`src/design/cgi_defs.svh`:
```
// Purpose: Constants of the clock generator interrupt and clock output block
// Assumes: 16-bit register port, word index addressing
// Notes: Offsets are register indices on the plain port
//
// Behaviour
// - The second high-speed oscillator gain code applies only in crystal or ceramic mode, 0x3 max and 0x0 min.
// - The second high-speed wait code 0x0 to 0x7 selects 4, 16, 64, 256, 1024, 4096, 16384 or 65536 clocks.
// - Bit 5 flags a low-speed oscillator stop and bit 4 a finished trim; each reads 1 while pending.
// - Writing 1 to a flag clears it and writing 0 leaves it alone.
// - Bits 2, 1 and 0 flag the end of the wait of the second high-speed, low-speed and internal oscillators.
// - The internal oscillator stable flag reads 0 after reset although that clock is already stable.
// - Enable bits 5 and 4 pass the stop and trim-done interrupts when 1 and block them when 0.
// - Enable bits 2, 1 and 0 pass or block the three stable interrupts.
// - Source code 0 to 3 picks internal, low-speed, second high-speed or system clock, the last undivided only.
// - Internal and second high-speed sources divide by two to the power of the code, 1/1 to 1/128.
// - Low-speed codes 0 to 3 give 1/1 to 1/8 and codes 4 to 7 give 1/256, 1/1024, 1/4096 and 1/32768.
// - With the system clock as source the output stops in sleep and halt standby.
// - The output enable bit drives the divided clock to the pin when 1 and holds the pin low when 0.
// - Enable changes are not aligned to the divided clock, so the pin may glitch at that moment.
`ifndef CGI_DEFS_SVH
`define CGI_DEFS_SVH

`define CGI_IDX_HS2_CFG 4'h0
`define CGI_IDX_FLAGS 4'h1
`define CGI_IDX_ENABLES 4'h2
`define CGI_IDX_CLKOUT 4'h3

`define CGI_FLAG_MASK 6'h37
`define CGI_RST_GAIN 2'h1
`define CGI_RST_WAIT 3'h6
`define CGI_HS2_WAIT_BASE 17'h00004
`define CGI_MODE_CRYSTAL 2'h2

`define CGI_SRC_INTERNAL 2'h0
`define CGI_SRC_LOWSPEED 2'h1
`define CGI_SRC_HS2 2'h2
`define CGI_SRC_SYSTEM 2'h3

`endif

```
`src/design/cgi_pkg.sv`:
```
// Purpose: Types of the clock generator interrupt and clock output block
// Assumes: Constants come from cgi_defs.svh
// Notes: All state of the top module is one packed struct
package cgi_pkg;

    typedef struct packed {
        logic [1:0] gain;
        logic [2:0] wsel;
        logic [5:0] flags;
        logic [5:0] ens;
        logic [2:0] div;
        logic [1:0] src;
        logic fen;
        logic [15:0] rdata;
        logic irq;
        logic pin;
        logic gain_act;
        logic [3:0] prev;
        logic [14:0] div_cnt;
        logic [16:0] wait_cnt;
        logic wait_done;
    } cgi_state_type;

endpackage

```
`src/design/cgi_top.sv`:
```
// Purpose: Oscillator setting, interrupt causes and divided clock output
// Assumes: Oscillator clocks arrive as levels synchronous to ref_clk_i and slower than half its rate
// Notes: Low-speed and internal wait ends, stop and trim-done arrive as one-cycle pulses
`timescale 1ns/1ps
`include "cgi_defs.svh"

module cgi_top (
    input wire logic ref_clk_i,
    input wire logic rst_i,
    input wire logic ce_i,
    input wire logic [3:0] addr_i,
    input wire logic [15:0] wdata_i,
    input wire logic wr_i,
    input wire logic rd_i,
    input wire logic internal_osc_clk_i,
    input wire logic lowspeed_osc_clk_i,
    input wire logic hs2_osc_clk_i,
    input wire logic system_clk_i,
    input wire logic standby_i,
    input wire logic hs2_osc_en_i,
    input wire logic [1:0] hs2_mode_i,
    input wire logic lowspeed_stop_i,
    input wire logic trim_done_i,
    input wire logic lowspeed_stable_i,
    input wire logic internal_stable_i,
    output logic [15:0] rdata_o,
    output logic irq_o,
    output logic clk_out_pin_o,
    output logic [1:0] hs2_gain_o,
    output logic hs2_gain_act_o,
    output logic [2:0] hs2_wait_sel_o
);
    import cgi_pkg::*;

    cgi_state_type st_ff;
    cgi_state_type nxt_st;

    // ------------------------------------------------------------
    // Helpers
    // ------------------------------------------------------------
    function automatic logic [16:0] wait_len(input logic [2:0] sel);
        wait_len = 17'(`CGI_HS2_WAIT_BASE << {sel, 1'b0});
    endfunction

    // Returns the number of halvings; 0 passes the source straight through
    function automatic logic [3:0] div_shift(input logic [1:0] src, input logic [2:0] code);
        div_shift = {1'b0, code};
        if (src == `CGI_SRC_SYSTEM) begin
            div_shift = 4'h0;
        end else if (src == `CGI_SRC_LOWSPEED && code[2]) begin
            case (code[1:0])
                2'h0: div_shift = 4'h8;
                2'h1: div_shift = 4'ha;
                2'h2: div_shift = 4'hc;
                default: div_shift = 4'hf;
            endcase
        end
    endfunction

    // ------------------------------------------------------------
    // Next state
    // ------------------------------------------------------------
    logic [3:0] lvl;
    logic [3:0] rise;
    logic [5:0] ev;
    logic [3:0] shift;
    logic divided;

    always_comb begin
        nxt_st = st_ff;
        lvl = {system_clk_i, hs2_osc_clk_i, lowspeed_osc_clk_i, internal_osc_clk_i};
        rise = lvl & ~st_ff.prev;
        nxt_st.prev = lvl;
        ev = 6'h00;
        // Register writes
        if (wr_i) begin
            case (addr_i)
                `CGI_IDX_HS2_CFG: begin
                    nxt_st.gain = wdata_i[5:4];
                    nxt_st.wsel = wdata_i[2:0];
                end
                `CGI_IDX_FLAGS: begin
                    nxt_st.flags = st_ff.flags & ~(wdata_i[5:0] & `CGI_FLAG_MASK);
                end
                `CGI_IDX_ENABLES: begin
                    nxt_st.ens = wdata_i[5:0] & `CGI_FLAG_MASK;
                end
                `CGI_IDX_CLKOUT: begin
                    nxt_st.div = wdata_i[6:4];
                    nxt_st.src = wdata_i[3:2];
                    nxt_st.fen = wdata_i[0];
                end
                default: begin
                end
            endcase
        end
        // Second high-speed stabilisation wait, counted in its own clock edges
        if (!hs2_osc_en_i) begin
            nxt_st.wait_cnt = 17'h00000;
            nxt_st.wait_done = 1'b0;
        end else if (rise[2] && !st_ff.wait_done) begin
            if (st_ff.wait_cnt == 17'(wait_len(st_ff.wsel) - 17'h00001)) begin
                nxt_st.wait_done = 1'b1;
                ev[2] = 1'b1;
            end else begin
                nxt_st.wait_cnt = 17'(st_ff.wait_cnt + 17'h00001);
            end
        end
        ev[1] = lowspeed_stable_i;
        ev[0] = internal_stable_i;
        ev[4] = trim_done_i;
        ev[5] = lowspeed_stop_i;
        // Set after clear so a same-cycle event is not lost
        nxt_st.flags = nxt_st.flags | ev;
        // Read data stands only in the cycle after the strobe
        nxt_st.rdata = 16'h0000;
        if (rd_i) begin
            case (addr_i)
                `CGI_IDX_HS2_CFG: nxt_st.rdata = {10'h000, st_ff.gain, 1'b0, st_ff.wsel};
                `CGI_IDX_FLAGS: nxt_st.rdata = {10'h000, st_ff.flags};
                `CGI_IDX_ENABLES: nxt_st.rdata = {10'h000, st_ff.ens};
                `CGI_IDX_CLKOUT: nxt_st.rdata = {9'h000, st_ff.div, st_ff.src, 1'b0, st_ff.fen};
                default: nxt_st.rdata = 16'h0000;
            endcase
        end
        // Clock output divider; the counter runs on the chosen source edges
        if (rise[st_ff.src]) begin
            nxt_st.div_cnt = 15'(st_ff.div_cnt + 15'h0001);
        end
        shift = div_shift(st_ff.src, st_ff.div);
        divided = (shift == 4'h0) ? lvl[st_ff.src] : st_ff.div_cnt[4'(shift - 4'h1)];
        // Enable gates the pin directly, not aligned to the divided clock
        nxt_st.pin = st_ff.fen & divided;
        if (st_ff.src == `CGI_SRC_SYSTEM && standby_i) begin
            nxt_st.pin = 1'b0;
        end
        nxt_st.gain_act = (hs2_mode_i == `CGI_MODE_CRYSTAL);
        nxt_st.irq = |(nxt_st.flags & nxt_st.ens);
        if (rst_i) begin
            nxt_st = '0;
            nxt_st.gain = `CGI_RST_GAIN;
            nxt_st.wsel = `CGI_RST_WAIT;
        end
    end

    // ------------------------------------------------------------
    // State register
    // ------------------------------------------------------------
    always_ff @(posedge ref_clk_i) begin
        if (rst_i || ce_i) begin
            st_ff <= nxt_st;
        end
    end

    assign rdata_o = st_ff.rdata;
    assign irq_o = st_ff.irq;
    assign clk_out_pin_o = st_ff.pin;
    assign hs2_gain_o = st_ff.gain;
    assign hs2_gain_act_o = st_ff.gain_act;
    assign hs2_wait_sel_o = st_ff.wsel;
endmodule

```
`config.mk`:
```
export PLATFORM = sky130hd
export DESIGN_NAME = cgi_top
export DESIGN_NICKNAME = d
export VERILOG_FILES = /design/src/design/cgi_pkg.sv /design/src/design/cgi_top.sv
export VERILOG_INCLUDE_DIRS = /design/src /design/src/design
export SDC_FILE = /design/constraint.sdc
export NUM_CORES = 1
export LEC_CHECK = 0
export ABC_AREA = 1
export ABC_CLOCK_PERIOD_IN_PS = 4850
export BUFFER_PORTS_ARGS = -buffer_cell sky130_fd_sc_hd__buf_2
export CORE_UTILIZATION = 45
export DETAILED_ROUTE_END_ITERATION = 12
export PLACE_DENSITY = 0.65
export SYNTH_ARGS = -nofsm -noshare
export SYNTH_HDL_FRONTEND = slang
export SYNTH_SLANG_ARGS = --single-unit
```
`constraint.sdc`:
```
create_clock -name ref_clk_i -period 4.85 [get_ports ref_clk_i]
set_clock_uncertainty 0.05 [all_clocks]
set_input_delay 0.7275 -clock ref_clk_i [delete_from_list [all_inputs] [get_ports ref_clk_i]]
set_output_delay 0.7275 -clock ref_clk_i [all_outputs]
set_load 0.01 [all_outputs]
```
== Yosys cells after proc, flatten, opt, wreduce, memory -nomap -nowiden ==
Cells that the tools add are included.

* Logic and storage cells: 87
* Bits in registers: 79
* Input bits: 37
* Output and inout port bits: 24

* Bitwise operators: 9
* Add/subtract/negate cells: 4
* $lt $le $gt $ge: 2
* Equality and inequality tests: 12
* Shifts and indexed selects: 1
* Muxes and demuxes: 23
* Reduce and logical (&&, ||, !) cells: 21

{| class="wikitable"
|+ Operators by type and width
! cell !! count
|-
| 7-bit one-hot mux with 4 select lines || 1
|-
| 23-bit two-way mux || 1
|-
| 18-bit two-way mux || 1
|-
| 6-bit two-way mux || 3
|-
| 17-bit by 1-bit adder with 17-bit output, second input constant || 1
|-
| 17-bit equality test || 1
|-
| 17-bit two-way mux || 1
|-
| 3-bit by 4-bit << shifter with 17-bit output, first input constant || 1
|-
| 17-bit by 1-bit subtractor with 17-bit output, second input constant || 1
|-
| 15-bit by 1-bit adder with 15-bit output, second input constant || 1
|-
| 15-bit two-way mux || 1
|-
| 6-bit bitwise AND || 2
|-
| 3-bit AND reduction || 4
|-
| 3-bit one-hot mux with 3 select lines || 1
|-
| 4-bit by 2-bit equality test with 1-bit output, second input constant || 2
|-
| 4-bit logical NOT || 2
|-
| 1-bit two-way mux || 8
|-
| 4-bit two-way mux || 2
|-
| 2-bit nonzero test || 4
|-
| 2-bit equality test, second input constant || 3
|-
| 3-bit by 2-bit != test with 1-bit output, second input constant || 2
|-
| 6-bit NOT || 1
|-
| 6-bit OR || 1
|-
| 2-bit OR reduction || 3
|-
| 19 further kinds || 24
|}

== Depth between registers and ports, before layout ==
* Word-level depth: 9
* Depth in mapped cells: 13
* Gate-level depth less buffers: 13

== Worst setup path before layout ==
OpenSTA, ideal clock, no wires.

* Path type: in2reg
* From: in hs2_osc_clk_i
* To: reg st_ff[10] in the netlist's numbering, enable pin
* Path buffers: 0
* Required time: 4.403 ns
* Stages on the path: 4
* Data arrival time: 1.958 ns
* Setup slack: 2.446 ns
* Cell sequence: inv_1 -> nor3_1 -> nand2_1 -> a21oi_1

* Cells in the longest elaborated chain, start to end: 4

{| class="wikitable"
|+ Ends and longest elaborated chain
! item !! RTL line !! source
|-
| start: declaration || cgi_top.sv:17 || <nowiki>input wire logic hs2_osc_clk_i,</nowiki>
|-
| 4-bit bitwise AND || cgi_top.sv:72 || <nowiki>rise = lvl & ~st_ff.prev;</nowiki>
|-
| 1-bit logical AND || cgi_top.sv:101 || <nowiki>end else if (rise[2] && !st_ff.wait_done) begin</nowiki>
|-
| 3-bit by 2-bit != test with 1-bit output (no line) || -- ||
|-
| 3-bit AND reduction (no line) || -- ||
|-
| end signal: assignment || cgi_top.sv:151 || <nowiki>st_ff <= nxt_st;</nowiki>
|-
| end: declaration || cgi_top.sv:35 || <nowiki>cgi_state_type st_ff;</nowiki>
|}

No other way between the ends.
A chain may end at the register's enable or synchronous reset.

== Worst setup path after layout ==
* From: in rst_i
* To: reg st_ff[6] in the netlist's numbering, enable pin

* Cells in the longest elaborated chain, start to end: 2
* Elaborated cells between the ends (all ways): 4
* Those cells by class: 2 x eq/ne; 2 x reduce/logical

{| class="wikitable"
|+ Ends and longest elaborated chain
! item !! RTL line !! source
|-
| start: declaration || cgi_top.sv:9 || <nowiki>input wire logic rst_i,</nowiki>
|-
| 3-bit != test (no line), or another cell as far along || -- ||
|-
| 3-bit AND reduction (no line) (*) || -- ||
|}

Every way passes the cells marked *; elsewhere a longest branch is shown, timed or not.

==> impl_metrics.yaml <==
critical_path:
  cp-end-kind: "flop"
  cp.required_ns: 4.83
  start_kind: "input port"
  worst-path-stages: 7
  critPathMostFrequentCell: "buf_4"
  critPathSlowestCell: "nand2_1"
  crit_arrival_ns: 2.63
  crit_chain: "buf_2 -> buf_4 -> inv_1 -> nand2_1 -> inv_2 -> a21oi_1 -> buf_4"
  rr_worst_depth: 11
  cp_max_fo: 32
  crit_buf_inv: 5
  crit_type: "input port to flop"
  path_delay_family: "buffers and inverters"
  crit_path_max_incr_delay_ns: 0.46
placed_design:
  io_buffers: 42
  place_ws_ns: 1.805
  gp_congestion: 0.8675
  post-dp-hpwl_um: 6312
timing:
  rsz0062_at_grt: "no"
  fin_ws_ns: 2.197
  max_freq_ghz: 0.3769
  period_needed_ns: 2.653
  finalHoldViolations: 0
  slew_headroom_pct: 46.10
  setup_viol: 0
  worstMarginPinSlew_ns: 0.8001
  finalSetupTns_ns: 0
  report.final.slew_viol_count: 0
  fin_crit_sh_pct: 54.71
synthesis:
  netlist_instances: 493
  seq_area_frac_synth_pct: 49.61
  synthArstFlopShare_pct: 0
  ys.flop_type: "edfxtp_1"
  yosys.area_share.adder_pct: 1.198
  synth.distinct_cells: 41
  synth-edff-count: 69
  synthXorXnorAreaFrac_pct: 0.6291
  synth.avg_cell_area_sq_um: 8.472
  synth_mux_area_share_pct: 0
  synth-simple-area-share_pct: 26.42
  yosysWarnings: 0
  synth_top_family_by_area: "simple AND/OR/NAND/NOR gates"
  netlist_area_sq_um: 4177
  synth_compound_gate_area_share_pct: 10.55
  synth-seq-cells: 69
floorplan:
  die-area_sq_um: 9671
  die-height_um: 98.34
  io_pins: 61
  core_sq_um: 8848
  start_util_pct: 47.20
  die_w_um: 98.34
  rows: 34
route:
  drc: 0
  wl_per_cell_um: 13.89
  drtPass1Iterations: 6
  dr_total_vias: 3338
  ant_nets: 0
  drt-initial-drc-count: 195
  wirelength_um: 8846
  avgViaCountPerCell: 5.240
global_route:
  grt_max_degree: 33
  grt_util_all_layers_pct: 19.74
  grt.overflow.total: 0
  antenna_found_initial: 0
  grt_pass1_wl_um: 14990
  grt_pass1_vias: 3184
status:
  status: "completed"
worst_hold_path:
  holdPathStages: 2
  hold_path.class: "flop to flop"
clocking:
  path_clk_slew_ns: 0.08
  ctsHtreeMaxLevel: 3
  cts_tree: "done"
  cts_buffers: 9
  clk_latency_ns: 0.34
  cts-hold-fix-buffers: 0
  clock-sinks: 69
  postCtsSetupRepairBufs: 0
  cts_max_path_buffers: 2
  cts_resized: 0
  root_buffer: "clkbuf_8"
power:
  swShare_pct: 27.58
  p_leak_nw: 1.963
  ir_drop_uv: 153.1
  seq_power_share_pct: 51.3
  power_density_nw_per_um2: 327.1
  combPwrFrac_pct: 14.3
  pwr-share-clk_pct: 34.3
  p_switching_uw: 411.9
  intPower_mw: 1.081
finish:
  fin_nets: 566
  fillers: 833
  drive_gt1_share_pct: 17.96
  diodes: 0
  syn_to_final_growth_pct: 9.317
  layout_common_cells: "nand2_1, edfxtp_1, inv_1"
  final_common_cell: "nand2_1"
job:
  cap_violations: 0
## worst min-delay path: stages (launching register included)
cell and delay [ns]:
edfxtp_1 0.37, nand3_1 0.08, inv_1 0.05
## flip-flops by register name, indices dropped and copies added (netlist names)
signal          cells
clk_out_pin_o       1
hs2_gain_act_o      1
hs2_gain_o          2
hs2_wait_sel_o      3
irq_o               1
rdata_o             7
st_ff              54
## final cells by class
cell class / instances / area (sq um) / share of cell area [%]
multi-input combinational: 331 / 1654 / 36.23
inverter: 69 / 259.0 / 5.673
clock buffer: 9 / 123.9 / 2.713
sequential: 69 / 2072 / 45.38
tap: 108 / 135.1 / 2.960
clock inverter: 6 / 88.84 / 1.946
timing repair buffer: 45 / 232.7 / 5.097
## kinds of logic (layout without fill, tap and decap cells)
group,Yosys count,count (layout)
AO/OA/AOI/OAI,80,80
XOR/XNOR,3,3
adder cells (fa/ha/maj),4,4
buffers and inverters,101,129
flip-flops,69,69
other,1,9
AND/OR/NAND/NOR,235,235
## cell usage after synthesis (all sizes together), types with 3 or more instances
library cell,number,area (sq um)
a31oi,3,18.77
nand3,50,270.3
ha,4,50.05
nor3,12,65.06
nand4,5,37.53
clkbuf,5,18.77
inv,67,251.5
nand2,102,395.4
a21oi,33,165.2
nor2,59,272.8
o21ai,33,165.2
edfxtp,69,2072
buf,27,202.7
or2,3,18.77
## path summary, 6_finish.rpt
kind	startpoint	end	slack, ns
worst max-delay path	rst_i	st_ff[6]	2.20
worst min-delay path	st_ff[65]	st_ff[65]	0.55
worst max register to register	st_ff[57]	clk_out_pin_o	2.29
worst min register to register	st_ff[65]	st_ff[65]	0.55
## power by group through the flow
stage	combinational, mW	sequential, mW	clock, mW
floorplan	0.173	0.763	0
detailed placement	0.215	0.778	0
CTS	0.216	0.766	0.524
global placement	0.209	0.778	0
global route	0.246	0.775	0.541
finish	0.214	0.766	0.513
## stage by stage
| stage | util, % | hold WS [ns] | std cells | power, mW | area [sq um] |
|---|---|---|---|---|---|
| floorplan | - | 0.4849 | 501 | 0.9366 | 4207 |
| global placement | 49.19 | 0.5089 | 622 | 0.9870 | 4353 |
| detailed placement | 49.19 | 0.5238 | 622 | 0.9932 | 4353 |
| CTS | 51.60 | 0.5518 | 637 | 1.505 | 4566 |
| global route | 51.60 | 0.5618 | 637 | 1.562 | 4566 |
| finish | 51.60 | 0.5487 | 637 | 1.493 | 4566 |
## metal layers
metal  global-route usage [%]  part of all wire [%]  wire, um
met5                        0                     0         0
met3                    3.006                   5.0       441
met2                    31.26                    47      4179
met1                    27.21                    47      4116
met4                    8.037                   1.2       109
Power figures use the tool's default switching activity.
